File: src/rtl/wfm_pkg.sv
// Constants, register map and helpers for the wake frame and magic packet detector
package wfm_pkg;

  // Register byte offsets on the APB bus
  localparam logic [11:0] WFM_REG_WAKE_CTRL_STATUS = 12'h000;
  localparam logic [11:0] WFM_REG_CMD_LO = 12'h004;
  localparam logic [11:0] WFM_REG_CMD_HI = 12'h008;
  localparam logic [11:0] WFM_REG_OFS_LO = 12'h00C;
  localparam logic [11:0] WFM_REG_OFS_HI = 12'h010;
  localparam logic [11:0] WFM_REG_CRC_01 = 12'h014;
  localparam logic [11:0] WFM_REG_CRC_23 = 12'h018;
  localparam logic [11:0] WFM_REG_CRC_45 = 12'h01C;
  localparam logic [11:0] WFM_REG_CRC_67 = 12'h020;
  localparam logic [11:0] WFM_REG_IRQ_STATUS = 12'h030;
  localparam logic [11:0] WFM_REG_IRQ_CLEAR = 12'h034;
  localparam logic [11:0] WFM_REG_IRQ_ENABLE = 12'h038;
  // Byte masks: 0x100 + filter*16 + word*4
  localparam logic [4:0] WFM_MASK_REGION = 5'h02;

  // Wake control/status field positions
  localparam int unsigned WFM_MAGIC_EN_BIT = 1;
  localparam int unsigned WFM_FRAME_EN_BIT = 2;
  localparam int unsigned WFM_MAGIC_RCVD_BIT = 5;
  localparam int unsigned WFM_FRAME_RCVD_BIT = 6;
  localparam int unsigned WFM_GLOBAL_UCAST_BIT = 9;

  // Filter command field positions and address types
  localparam int unsigned WFM_CMD_ENABLE_BIT = 0;
  localparam int unsigned WFM_CMD_ATYPE_LO = 2;
  localparam int unsigned WFM_CMD_ATYPE_HI = 3;
  localparam logic [1:0] WFM_ATYPE_UCAST = 2'b00;
  localparam logic [1:0] WFM_ATYPE_MCAST = 2'b10;

  // Interrupt status bit positions
  localparam int unsigned WFM_IRQ_FRAME_BIT = 0;
  localparam int unsigned WFM_IRQ_MAGIC_BIT = 1;

  // Reset values
  localparam logic [3:0] WFM_CMD_RESET = 4'h0;
  localparam logic [7:0] WFM_OFS_RESET = 8'h00;
  localparam logic [15:0] WFM_CRC_RESET = 16'h0000;
  localparam logic [31:0] WFM_MASK_RESET = 32'h00000000;
  localparam logic [1:0] WFM_IRQ_RESET = 2'h0;
  localparam logic [15:0] WFM_CRC_INIT = 16'hFFFF;

  // Frame layout counts
  localparam logic [3:0] WFM_HDR_BYTES = 4'hC;
  localparam logic [2:0] WFM_SYNC_BYTES = 3'h6;
  localparam logic [2:0] WFM_ADDR_BYTES = 3'h6;
  localparam logic [4:0] WFM_ADDR_COPIES = 5'h10;
  localparam logic [7:0] WFM_SYNC_BYTE = 8'hFF;

  // Magic packet search states
  typedef enum logic [2:0] {
    WFM_MG_HDR = 3'b001,
    WFM_MG_SYNC = 3'b010,
    WFM_MG_ADDR = 3'b100
  } wfm_magic_state_type;

  // One byte of CRC-16, bits taken lsb first as on the wire
  function automatic logic [15:0] wfm_crc16_byte(input logic [15:0] crc, input logic [7:0] data,
                                                 input logic [15:0] poly);
    logic [15:0] c;
    c = crc;
    for (int b = 0; b < 8; b++) begin
      if (c[15] ^ data[b]) begin
        c = {c[14:0], 1'b0} ^ poly;
      end else begin
        c = {c[14:0], 1'b0};
      end
    end
    return c;
  endfunction

endpackage

File: src/rtl/wfm_wake_detect.sv
// Wake frame pattern filters and magic packet detector with APB registers
//
// Function
// RULE1: address type 00 unicast, 10 multicast, x1 all
// RULE2: disabled filter never matches
// RULE3: CRC window starts at byte offset from DA
// RULE4: computed CRC-16 equal to expected means wake frame
// RULE5: frame wake only with wake frame enable set
// RULE6: broadcast CRC match wakes despite broadcast reject
// RULE7: global unicast bit: unicast CRC match wakes
// RULE8: else needs regular filter pass and address type
// RULE9: magic enable suppresses reception, starts detection
// RULE10: magic packet sets flag, resumes, signals wakeup; the code keeps O_RX_SUPPRESS set until software clears magic enable
// RULE11: software reads cause, clears flag and enable
// RULE12: examine own, broadcast or multicast destination frames
// RULE13: search after addresses for six FF bytes
// RULE14: then sixteen back-to-back station address copies
// RULE15: broken copy run restarts sync search
// RULE16: sync plus copies accepted anywhere in payload
// RULE17: 128-bit byte mask selects CRC bytes
// RULE18: mask lsb is earliest byte on the wire
// RULE19: all eight filters run in parallel, any wakes
`timescale 1ns/1ps
`default_nettype none
module wfm_wake_detect
  import wfm_pkg::*;
#(
  parameter int unsigned NUM_FILTERS = 8,
  parameter logic [15:0] CRC_POLY = 16'h8005
) (
  input wire logic I_CORE_CLK,
  input wire logic I_SRST,
  input wire logic I_PSEL,
  input wire logic I_PENABLE,
  input wire logic I_PWRITE,
  input wire logic [11:0] I_PADDR,
  input wire logic [31:0] I_PWDATA,
  output logic [31:0] O_PRDATA,
  output logic O_PREADY,
  output logic O_PSLVERR,
  input wire logic I_RX_VALID,
  input wire logic [7:0] I_RX_DATA,
  input wire logic I_RX_LAST,
  input wire logic I_RX_PASS_FILTER,
  input wire logic [47:0] I_STATION_ADDR,
  output logic O_RX_SUPPRESS,
  output logic O_REMOTE_WAKE,
  output logic O_FULL_POWER,
  output logic O_IRQ
);

  // Bus handshake
  logic pready_q;
  logic [31:0] prdata_q;
  logic pslverr_q;
  logic access;
  logic commit;
  logic wr;
  logic addr_hit;
  logic [31:0] rd_data;
  logic in_mask;
  logic [2:0] mask_fidx;
  logic [1:0] mask_word;

  // Control and status
  logic magic_en_q;
  logic frame_en_q;
  logic magic_rcvd_q;
  logic frame_rcvd_q;
  logic global_ucast_q;
  logic [3:0] cmd_q [NUM_FILTERS];
  logic [7:0] ofs_q [NUM_FILTERS];
  logic [15:0] exp_crc_q [NUM_FILTERS];
  logic [127:0] mask_q [NUM_FILTERS];
  logic [1:0] irq_stat_q;
  logic [1:0] irq_stat_d;
  logic [1:0] irq_en_q;
  logic [1:0] irq_events;

  // Receive tracking
  logic [8:0] pos_q;
  logic broadcast_reject_q;
  logic mcast_q;
  logic da_self_q;
  logic [7:0] sta_byte [6];
  logic frame_end;
  logic frame_wake;
  logic magic_evt;
  logic [NUM_FILTERS-1:0] hit;
  logic [15:0] crc_q [NUM_FILTERS];

  // Magic search
  wfm_magic_state_type mg_state_q;
  logic [3:0] hdr_cnt_q;
  logic [2:0] sync_cnt_q;
  logic [2:0] bidx_q;
  logic [4:0] copy_q;
  logic found_q;

  // Output flops
  logic remote_wake_q;
  logic full_power_q;
  logic irq_q;

  assign access = I_PSEL & I_PENABLE & ~pready_q;
  assign commit = I_PSEL & I_PENABLE & pready_q;
  assign wr = commit & I_PWRITE;
  assign in_mask = (I_PADDR[11:7] == WFM_MASK_REGION);
  assign mask_fidx = I_PADDR[6:4];
  assign mask_word = I_PADDR[3:2];
  assign frame_end = I_RX_VALID & I_RX_LAST;

  // Station address bytes, first on the wire in the top byte
  for (genvar k = 0; k < 6; k++) begin : g_sta
    assign sta_byte[k] = I_STATION_ADDR[47-8*k -: 8];
  end

  // Read data mux and address decode
  always_comb begin
    rd_data = 32'h00000000;
    addr_hit = 1'b1;
    if (in_mask) begin
      rd_data = mask_q[mask_fidx][32*mask_word +: 32];
    end else begin
      case ({I_PADDR[11:2], 2'b00})
        WFM_REG_WAKE_CTRL_STATUS: begin
          rd_data[WFM_MAGIC_EN_BIT] = magic_en_q;
          rd_data[WFM_FRAME_EN_BIT] = frame_en_q;
          rd_data[WFM_MAGIC_RCVD_BIT] = magic_rcvd_q;
          rd_data[WFM_FRAME_RCVD_BIT] = frame_rcvd_q;
          rd_data[WFM_GLOBAL_UCAST_BIT] = global_ucast_q;
        end
        WFM_REG_CMD_LO: begin
          rd_data = {4'h0, cmd_q[3], 4'h0, cmd_q[2], 4'h0, cmd_q[1], 4'h0, cmd_q[0]};
        end
        WFM_REG_CMD_HI: begin
          rd_data = {4'h0, cmd_q[7], 4'h0, cmd_q[6], 4'h0, cmd_q[5], 4'h0, cmd_q[4]};
        end
        WFM_REG_OFS_LO: rd_data = {ofs_q[3], ofs_q[2], ofs_q[1], ofs_q[0]};
        WFM_REG_OFS_HI: rd_data = {ofs_q[7], ofs_q[6], ofs_q[5], ofs_q[4]};
        WFM_REG_CRC_01: rd_data = {exp_crc_q[1], exp_crc_q[0]};
        WFM_REG_CRC_23: rd_data = {exp_crc_q[3], exp_crc_q[2]};
        WFM_REG_CRC_45: rd_data = {exp_crc_q[5], exp_crc_q[4]};
        WFM_REG_CRC_67: rd_data = {exp_crc_q[7], exp_crc_q[6]};
        WFM_REG_IRQ_STATUS: rd_data = {30'h00000000, irq_stat_q};
        WFM_REG_IRQ_CLEAR: rd_data = 32'h00000000;
        WFM_REG_IRQ_ENABLE: rd_data = {30'h00000000, irq_en_q};
        default: addr_hit = 1'b0;
      endcase
    end
  end

  // APB answer: one wait state, then ready with data or error
  always_ff @(posedge I_CORE_CLK) begin
    if (I_SRST) begin
      pready_q <= 1'b0;
      prdata_q <= 32'h00000000;
      pslverr_q <= 1'b0;
    end else begin
      pready_q <= access;
      if (access) begin
        prdata_q <= I_PWRITE ? 32'h00000000 : rd_data;
        pslverr_q <= ~addr_hit;
      end else begin
        pslverr_q <= 1'b0;
      end
    end
  end

  // Wake control bits; received flags are write-one-to-clear, set wins
  always_ff @(posedge I_CORE_CLK) begin
    if (I_SRST) begin
      magic_en_q <= 1'b0;
      frame_en_q <= 1'b0;
      global_ucast_q <= 1'b0;
      magic_rcvd_q <= 1'b0;
      frame_rcvd_q <= 1'b0;
    end else begin
      if (wr && !in_mask && I_PADDR[11:2] == WFM_REG_WAKE_CTRL_STATUS[11:2]) begin
        magic_en_q <= I_PWDATA[WFM_MAGIC_EN_BIT]; // see RULE9
        frame_en_q <= I_PWDATA[WFM_FRAME_EN_BIT];
        global_ucast_q <= I_PWDATA[WFM_GLOBAL_UCAST_BIT];
        if (I_PWDATA[WFM_MAGIC_RCVD_BIT]) begin
          magic_rcvd_q <= 1'b0; // see RULE11
        end
        if (I_PWDATA[WFM_FRAME_RCVD_BIT]) begin
          frame_rcvd_q <= 1'b0;
        end
      end
      if (magic_evt) begin
        magic_rcvd_q <= 1'b1; // see RULE10
      end
      if (frame_wake) begin
        frame_rcvd_q <= 1'b1;
      end
    end
  end

  // Per-filter command, offset, expected CRC and byte mask registers
  always_ff @(posedge I_CORE_CLK) begin
    if (I_SRST) begin
      for (int f = 0; f < NUM_FILTERS; f++) begin
        cmd_q[f] <= WFM_CMD_RESET;
        ofs_q[f] <= WFM_OFS_RESET;
        exp_crc_q[f] <= WFM_CRC_RESET;
        mask_q[f] <= {4{WFM_MASK_RESET}};
      end
    end else if (wr) begin
      if (in_mask) begin
        mask_q[mask_fidx][32*mask_word +: 32] <= I_PWDATA; // see RULE18
      end else begin
        for (int f = 0; f < 4; f++) begin
          if (I_PADDR[11:2] == WFM_REG_CMD_LO[11:2]) begin
            cmd_q[f] <= I_PWDATA[8*f +: 4];
          end
          if (I_PADDR[11:2] == WFM_REG_CMD_HI[11:2]) begin
            cmd_q[f+4] <= I_PWDATA[8*f +: 4];
          end
          if (I_PADDR[11:2] == WFM_REG_OFS_LO[11:2]) begin
            ofs_q[f] <= I_PWDATA[8*f +: 8];
          end
          if (I_PADDR[11:2] == WFM_REG_OFS_HI[11:2]) begin
            ofs_q[f+4] <= I_PWDATA[8*f +: 8];
          end
        end
        for (int p = 0; p < 2; p++) begin
          if (I_PADDR[11:2] == WFM_REG_CRC_01[11:2]) begin
            exp_crc_q[p] <= I_PWDATA[16*p +: 16];
          end
          if (I_PADDR[11:2] == WFM_REG_CRC_23[11:2]) begin
            exp_crc_q[p+2] <= I_PWDATA[16*p +: 16];
          end
          if (I_PADDR[11:2] == WFM_REG_CRC_45[11:2]) begin
            exp_crc_q[p+4] <= I_PWDATA[16*p +: 16];
          end
          if (I_PADDR[11:2] == WFM_REG_CRC_67[11:2]) begin
            exp_crc_q[p+6] <= I_PWDATA[16*p +: 16];
          end
        end
      end
    end
  end

  // Frame byte position and destination address class
  always_ff @(posedge I_CORE_CLK) begin
    if (I_SRST) begin
      pos_q <= 9'h000;
      broadcast_reject_q <= 1'b0;
      mcast_q <= 1'b0;
      da_self_q <= 1'b0;
    end else if (I_RX_VALID) begin
      if (I_RX_LAST) begin
        pos_q <= 9'h000;
      end else if (pos_q != 9'h1FF) begin
        pos_q <= pos_q + 9'h001;
      end
      if (pos_q == 9'h000) begin
        broadcast_reject_q <= (I_RX_DATA == 8'hFF);
        mcast_q <= I_RX_DATA[0];
        da_self_q <= (I_RX_DATA == sta_byte[0]);
      end else if (pos_q < 9'h006) begin
        broadcast_reject_q <= broadcast_reject_q & (I_RX_DATA == 8'hFF);
        da_self_q <= da_self_q & (I_RX_DATA == sta_byte[pos_q[2:0]]);
      end
    end
  end

  // Pattern filters, all evaluated side by side on each byte
  for (genvar g = 0; g < NUM_FILTERS; g++) begin : g_filt
    logic [8:0] rel;
    logic take;
    logic [15:0] crc_base;
    logic [15:0] crc_next;
    logic [1:0] atype;
    logic qualify;

    assign rel = pos_q - {1'b0, ofs_q[g]}; // see RULE3
    assign take = (pos_q >= {1'b0, ofs_q[g]}) && (rel < 9'h080) && mask_q[g][rel[6:0]]; // see RULE17
    assign crc_base = (pos_q == 9'h000) ? WFM_CRC_INIT : crc_q[g];
    assign crc_next = take ? wfm_crc16_byte(crc_base, I_RX_DATA, CRC_POLY) : crc_base;
    assign atype = cmd_q[g][WFM_CMD_ATYPE_HI:WFM_CMD_ATYPE_LO];

    // Address qualification of a CRC match
    always_comb begin
      qualify = 1'b0;
      if (broadcast_reject_q) begin
        qualify = 1'b1; // see RULE6
      end else if (global_ucast_q && !mcast_q) begin
        qualify = 1'b1; // see RULE7
      end else if (I_RX_PASS_FILTER) begin
        if (atype[0]) begin
          qualify = 1'b1; // see RULE1, RULE8
        end else if (atype == WFM_ATYPE_MCAST) begin
          qualify = mcast_q; // see RULE1, RULE8
        end else if (atype == WFM_ATYPE_UCAST) begin
          qualify = ~mcast_q; // see RULE1, RULE8
        end
      end
    end

    // Enabled filter, CRC equal to expected and address qualified
    assign hit[g] = cmd_q[g][WFM_CMD_ENABLE_BIT] & (crc_next == exp_crc_q[g]) & qualify; // see RULE2, RULE4

    // Running CRC over masked bytes
    always_ff @(posedge I_CORE_CLK) begin
      if (I_SRST) begin
        crc_q[g] <= WFM_CRC_INIT;
      end else if (I_RX_VALID) begin
        crc_q[g] <= crc_next;
      end
    end
  end

  // Any filter hit at the last byte wakes, only with frame wake enabled
  assign frame_wake = frame_en_q & frame_end & (|hit); // see RULE5, RULE19

  // Magic packet at frame end for own, broadcast or multicast destination
  assign magic_evt = magic_en_q & frame_end & found_q & (da_self_q | mcast_q); // see RULE12

  // Magic packet search: skip addresses, find sync run, count copies
  always_ff @(posedge I_CORE_CLK) begin
    if (I_SRST) begin
      mg_state_q <= WFM_MG_HDR;
      hdr_cnt_q <= 4'h0;
      sync_cnt_q <= 3'h0;
      bidx_q <= 3'h0;
      copy_q <= 5'h00;
      found_q <= 1'b0;
    end else if (I_RX_VALID && magic_en_q) begin
      if (pos_q == 9'h000) begin
        mg_state_q <= WFM_MG_HDR;
        hdr_cnt_q <= 4'h1;
        sync_cnt_q <= 3'h0;
        bidx_q <= 3'h0;
        copy_q <= 5'h00;
        found_q <= 1'b0;
      end else begin
        case (mg_state_q)
          WFM_MG_HDR: begin
            if (hdr_cnt_q == WFM_HDR_BYTES - 4'h1) begin
              mg_state_q <= WFM_MG_SYNC; // see RULE13
              sync_cnt_q <= 3'h0;
            end else begin
              hdr_cnt_q <= hdr_cnt_q + 4'h1;
            end
          end
          WFM_MG_SYNC: begin
            if (I_RX_DATA == WFM_SYNC_BYTE) begin
              if (sync_cnt_q == WFM_SYNC_BYTES - 3'h1) begin
                mg_state_q <= WFM_MG_ADDR; // see RULE13, RULE16
                bidx_q <= 3'h0;
                copy_q <= 5'h00;
              end else begin
                sync_cnt_q <= sync_cnt_q + 3'h1;
              end
            end else begin
              sync_cnt_q <= 3'h0;
            end
          end
          WFM_MG_ADDR: begin
            if (I_RX_DATA == sta_byte[bidx_q]) begin
              if (bidx_q == WFM_ADDR_BYTES - 3'h1) begin
                bidx_q <= 3'h0;
                if (copy_q == WFM_ADDR_COPIES - 5'h01) begin
                  found_q <= 1'b1; // see RULE14
                  mg_state_q <= WFM_MG_SYNC;
                  sync_cnt_q <= 3'h0;
                end else begin
                  copy_q <= copy_q + 5'h01;
                end
              end else begin
                bidx_q <= bidx_q + 3'h1;
              end
            end else if (bidx_q == 3'h0 && copy_q == 5'h00 && I_RX_DATA == WFM_SYNC_BYTE) begin
              mg_state_q <= WFM_MG_ADDR; // Longer sync run, keep waiting
            end else begin
              mg_state_q <= WFM_MG_SYNC; // see RULE15
              sync_cnt_q <= (I_RX_DATA == WFM_SYNC_BYTE) ? 3'h1 : 3'h0;
              bidx_q <= 3'h0;
              copy_q <= 5'h00;
            end
          end
          default: begin
            mg_state_q <= WFM_MG_SYNC;
            sync_cnt_q <= 3'h0;
          end
        endcase
      end
    end
  end

  // Sticky interrupt status, clear register wins only without a new event
  assign irq_events = {magic_evt, frame_wake};

  always_comb begin
    irq_stat_d = irq_stat_q;
    if (wr && !in_mask && I_PADDR[11:2] == WFM_REG_IRQ_CLEAR[11:2]) begin
      irq_stat_d = irq_stat_q & ~I_PWDATA[1:0];
    end
    irq_stat_d = irq_stat_d | irq_events;
  end

  always_ff @(posedge I_CORE_CLK) begin
    if (I_SRST) begin
      irq_stat_q <= WFM_IRQ_RESET;
      irq_en_q <= WFM_IRQ_RESET;
    end else begin
      irq_stat_q <= irq_stat_d;
      if (wr && !in_mask && I_PADDR[11:2] == WFM_REG_IRQ_ENABLE[11:2]) begin
        irq_en_q <= I_PWDATA[1:0];
      end
    end
  end

  // Wake pulses and interrupt level
  always_ff @(posedge I_CORE_CLK) begin
    if (I_SRST) begin
      remote_wake_q <= 1'b0;
      full_power_q <= 1'b0;
      irq_q <= 1'b0;
    end else begin
      remote_wake_q <= frame_wake | magic_evt; // see RULE10
      full_power_q <= magic_evt; // see RULE10
      irq_q <= |(irq_stat_d & irq_en_q);
    end
  end

  assign O_PRDATA = prdata_q;
  assign O_PREADY = pready_q;
  assign O_PSLVERR = pslverr_q;
  assign O_RX_SUPPRESS = magic_en_q; // see RULE9
  assign O_REMOTE_WAKE = remote_wake_q;
  assign O_FULL_POWER = full_power_q;
  assign O_IRQ = irq_q;

endmodule
`default_nettype wire

File: config.mk
export PLATFORM = sky130hd
export DESIGN_NAME = wfm_wake_detect
export DESIGN_NICKNAME = d
export VERILOG_FILES = /design/src/rtl/wfm_pkg.sv /design/src/rtl/wfm_wake_detect.sv
export SDC_FILE = /design/constraint.sdc
export NUM_CORES = 2
export LEC_CHECK = 0
export BUFFER_PORTS_ARGS = -buffer_cell sky130_fd_sc_hd__buf_2
export CORE_MARGIN = 2
export CORE_UTILIZATION = 35
export CTS_CLUSTER_DIAMETER = 120
export DETAILED_ROUTE_END_ITERATION = 6
export PLACE_DENSITY = 0.5
export SETUP_SLACK_MARGIN = 0.05
export SYNTH_ARGS = -nofsm -noshare
export SYNTH_HDL_FRONTEND = slang
export SYNTH_SLANG_ARGS = --single-unit
File: constraint.sdc
create_clock -name I_CORE_CLK -period 11.25 [get_ports I_CORE_CLK]
set_clock_uncertainty 0.2 [all_clocks]
set_input_delay 2.25 -clock I_CORE_CLK [delete_from_list [all_inputs] [get_ports I_CORE_CLK]]
set_output_delay 2.25 -clock I_CORE_CLK [all_outputs]
set_load 0.01 [all_outputs]
==> results by group <==
Outcome
  – Status: finished clean

Power
  – Share of power burned in combinational logic: between 15 and 20%
  – Switching fraction of total power: between 20 and 30%
  – Cell internal power dissipation: about 0.01 W
  – Reported net switching power: 0.004068 W
  – Clk pwr share: 40.0%
  – Total Power Consumption: roughly 0.014 W
  – Part of the total power dissipated in sequential elements: between 40 and 50%
  – Maximum resistive drop on vdd: between 100 and 150 µV
  – Leak: 31.62 nW
  – Power per cell area: about 150 mW/mm²

Place
  – Global placement routability congestion: 0.9801
  – Post-detail-place hpwl: approximately 260000 µm
  – Area post-placement: between 0.08 and 0.09 mm²
  – Count of buffers inserted at the top-level ports: 143

Worst setup path
  – Capture instance of the worst register-to-register path: O_IRQ
  – Path type of the worst setup path: flop to flop
  – CP dominant cell by count: buf_4
  – CP required: 11.83 ns
  – Critical path destination: O_IRQ
  – Critical path's top delay family: compound AO/OA/AOI/OAI gates
  – Logic depth of the worst path, buffers included: 23
  – Critical-path top delay cell: fa_2
  – Peak per-stage delay on the critical path: about 1.3 ns
  – Critical path capture point type: flop
  – Buffers and inverters on the worst path: 6
  – Origin of the critical flop-to-flop path: pos_q[0]
  – Startpoint Class: flop
  – Data arrival time of the critical path: a little over 9 ns
  – Cells along the critical path: inv_1 -> buf_4 -> ha_4 -> inv_1 -> fa_2 -> buf_4 -> mux4_2 -> nor2b_1 -> a2111oi_0 -> a211oi_1 -> o21ai_0 -> o311ai_0 -> o21ai_4 -> buf_4 -> mux2_2 -> xnor2_1 -> nor4_1 -> o211ai_1 -> o31ai_1 -> o41ai_2 -> buf_4 -> nand2_1 -> a22o_1
  – Crit-path max FO: 29
  – FF-to-FF setup slack: approximately 2.7 ns
  – Worst setup startpoint: pos_q[0]
  – Depth of the most critical reg-to-reg path: 23

Clock network
  – Clock tree root driver cell: clkbuf_16
  – Number of buffers inserted to repair setup after CTS: 0
  – Insertion delay of the later-clocked pin in the worst-skew pair: 0.86 ns
  – CTS H-Tree Depth: 4
  – Clock transition at the registers of the reported paths: around 0.06 ns
  – Post-cts repair resize count: 0
  – Hold-fix buffers at CTS: 0
  – Maximum number of buffers from clock root to sink: 3
  – CTS buffer count: 167
  – Clock tree from TritonCTS: built
  – Clock sinks: ~1500

Floorplanning
  – Top-level port count: 146
  – Die W: 492.8 µm
  – Core Box Area: 0.2376 mm²
  – FP Rows: between 150 and 200
  – DIE HEIGHT: between 400 and 500 µm
  – Starting density of the core: a little over a third
  – Area of the die: around 0.24 mm²

Timing
  – Tightest hold margin: roughly 0.27 ns
  – Setup Total Neg Slack: 0 ns
  – RSZ-0062 raised after global routing: no
  – Final max-slew violation count: 0
  – Final hold vios: 0
  – Setup violators final: 0
  – Worst relative slew slack: under 10%
  – Fmax: about 120 MHz
  – Time the worst path needs with I/O delays and setup: between 8 and 9 ns
  – Final critical-path share of the clock period: roughly three quarters
  – Tightest Pin Transition: approximately 1.4 ns

Yosys
  – Combined area of all synthesized cells: about 0.084 mm²
  – Synthesized netlist net count: approximately 7200
  – Sequential-to-total area share from yosys stat: 50.92%
  – Number of synthesized flops with an enable pin: 1348
  – Synthesized area per cell: ~12 µm²
  – Dominant register cell in the synthesized netlist: edfxtp_1
  – Async SR Flop Fraction: 0%
  – Count of unique library cells instantiated by Yosys: 102
  – Synthesis warning total: 0
  – Cells after synthesis: 7024
  – Number of flip-flops and latches in the synthesized netlist: around 1500

Finish
  – Post-layout nets: 7187
  – Area Growth Syn to Fin: 11.89%
  – Share of the core filled with cells: 39.37%
  – Most frequent cells in the layout: edfxtp_1, nor2_1, mux4_2, nand2_1, and2_1
  – Fraction of final layout cells sized beyond drive strength 1: about a fifth
  – Post-route cell area: 0.09355 mm²
  – Commonest non-fill, non-tap cell in the layout: edfxtp_1

Global route
  – Number of antenna violations at the first check in global routing: 44
  – Total overflow reported by the global router: 0
  – Wire length of the first global-routing pass: 510600 µm
  – Total routing resource utilization after global routing: a little under a third
  – Maximum number of pins on one net before global-route repair: about 100
  – Vias in the first global route: 61710

Route
  – Via/cell ratio: roughly 6.3
  – Violation count after the first detailed-routing iteration: around 9800
  – Post-detailed-route count of antenna-violating nets: 0
  – Routed wirelength normalized by instance count: around 36 µm
  – Vias: between 60000 and 70000
  – Post-route DRC violation count: 0
  – Detailed Route WL: roughly 370000 µm
  – Number of optimization iterations in the first detailed-route pass: 7

Job
  – Maximum capacitance violations: 0

Hold path
  – HP Class: flop to flop
==> worst min-delay path by stage <==
stage / from / to / cells after the start
after floorplan: frame_en_q / frame_en_q / 2
after global placement: frame_rcvd_q / frame_rcvd_q / 2
after detailed placement: frame_rcvd_q / frame_rcvd_q / 2
after CTS: frame_rcvd_q / frame_rcvd_q / 2
after global routing: magic_rcvd_q / magic_rcvd_q / 2
final: frame_rcvd_q / frame_rcvd_q / 2
==> synth_stat cells (12+ instances only) <==
| cell | instances | area [µm²] |
|---|---|---|
| o221ai_1 | 26 | 227.7 |
| o21ai_0 | 186 | 930.9 |
| a2111oi_0 | 25 | 219.0 |
| a22oi_1 | 102 | 765.7 |
| o22ai_1 | 83 | 519.3 |
| nand3_1 | 85 | 425.4 |
| nor2b_1 | 30 | 187.7 |
| nor3_1 | 74 | 370.4 |
| a21o_1 | 37 | 277.8 |
| or4_1 | 12 | 90.09 |
| inv_1 | 200 | 750.7 |
| a21oi_1 | 221 | 1106 |
| o21a_1 | 18 | 135.1 |
| a221oi_1 | 62 | 543.0 |
| a32oi_1 | 12 | 105.1 |
| buf_1 | 86 | 322.8 |
| buf_2 | 56 | 280.3 |
| o2111ai_1 | 26 | 227.7 |
| xor2_1 | 89 | 779.5 |
| ha_1 | 79 | 988.5 |
| a211oi_1 | 42 | 315.3 |
| buf_4 | 17 | 127.6 |
| nor4_1 | 25 | 156.4 |
| o211ai_1 | 35 | 262.8 |
| clkbuf_1 | 355 | 1333 |
| mux2i_1 | 181 | 1812 |
| and3_1 | 42 | 262.8 |
| nand2_1 | 530 | 1989 |
| nor2_1 | 1329 | 4989 |
| xnor2_1 | 177 | 1550 |
| nor3b_1 | 19 | 142.6 |
| nand3b_1 | 18 | 135.1 |
| dfxtp_1 | 105 | 2102 |
| mux2_2 | 85 | 957.2 |
| or3_1 | 19 | 118.9 |
| nand2b_1 | 75 | 469.2 |
| a222oi_1 | 12 | 120.1 |
| mux4_2 | 563 | 12680 |
| and2_1 | 225 | 1408 |
| edfxtp_1 | 1348 | 40480 |
| a31oi_1 | 19 | 118.9 |
| a22o_1 | 30 | 262.8 |
| o31ai_1 | 12 | 90.09 |
| nand4_1 | 29 | 181.4 |
==> metal layers <==
metal,vias to the layer above,global-route usage (%),part of all wire (%)
li1,26440,-,-
met1,33310,39.50,38
met2,4343,44.73,43
met3,853,9.877,13
met4,38,15.26,5.9
met5,-,0,0.067
==> metrics by stage <==
stage | cells | setup slack (ns)
global route | 10300 | 2.689
floorplan | 7024 | 5.326
global placement | 9990 | 3.058
finish | 10320 | 2.725
CTS | 10300 | 3.041
detailed placement | 9990 | 3.035
==> power by group through the flow <==
stage,clock network (W),logic [W],registers [W]
after global routing,0.00578,0.00220,0.00616
after floorplan,0,0.00114,0.00620
after CTS,0.00560,0.00211,0.00615
final,0.00557,0.00219,0.00615
after detailed placement,0,0.00211,0.00626
after global placement,0,0.00210,0.00626
==> worst min-delay path, cell delays in order, from the launching register on <==
cell and delay (ns):
dfxtp_1 0.31, nand3b_1 0.08, nand2_1 0.04
==> registers in the layout, summed over array words and instances, names as in the netlist, 2 cells and up <==
register	cells
irq_en_q	2
pos_q	9
sync_cnt_q	3
hdr_cnt_q	4
bidx_q	3
copy_q	5
ofs_q	64
cmd_q	32
mg_state_q	3
irq_stat_q	2
crc_q	128
exp_crc_q	128
mask_q	1024
O_PRDATA	32
==> final cells by class <==
class	instances	area, µm²
Fill cell	22640	144100
Sequential cell	1453	42580
Multi-Input combinational cell	4848	38610
Clock buffer	218	4546
Tap cell	3167	3963
Timing Repair Buffer	320	2107
Clock inverter	88	927.1
Inverter	202	760.7
Antenna cell	22	55.05
==> logic make-up after synthesis <==
| family | count (synthesis) | share of synthesized area [%] |
|---|---|---|
| flops | 1453 | 50.92 |
| compound gates | 1076 | 8.853 |
| xor+xnor | 283 | 3.226 |
| mux | 829 | 18.48 |
| fa+ha+maj | 87 | 1.374 |
| simple gates | 2573 | 13.69 |
| buf+inv | 723 | 3.454 |
Note: power is estimated with default switching activity, not from simulation.
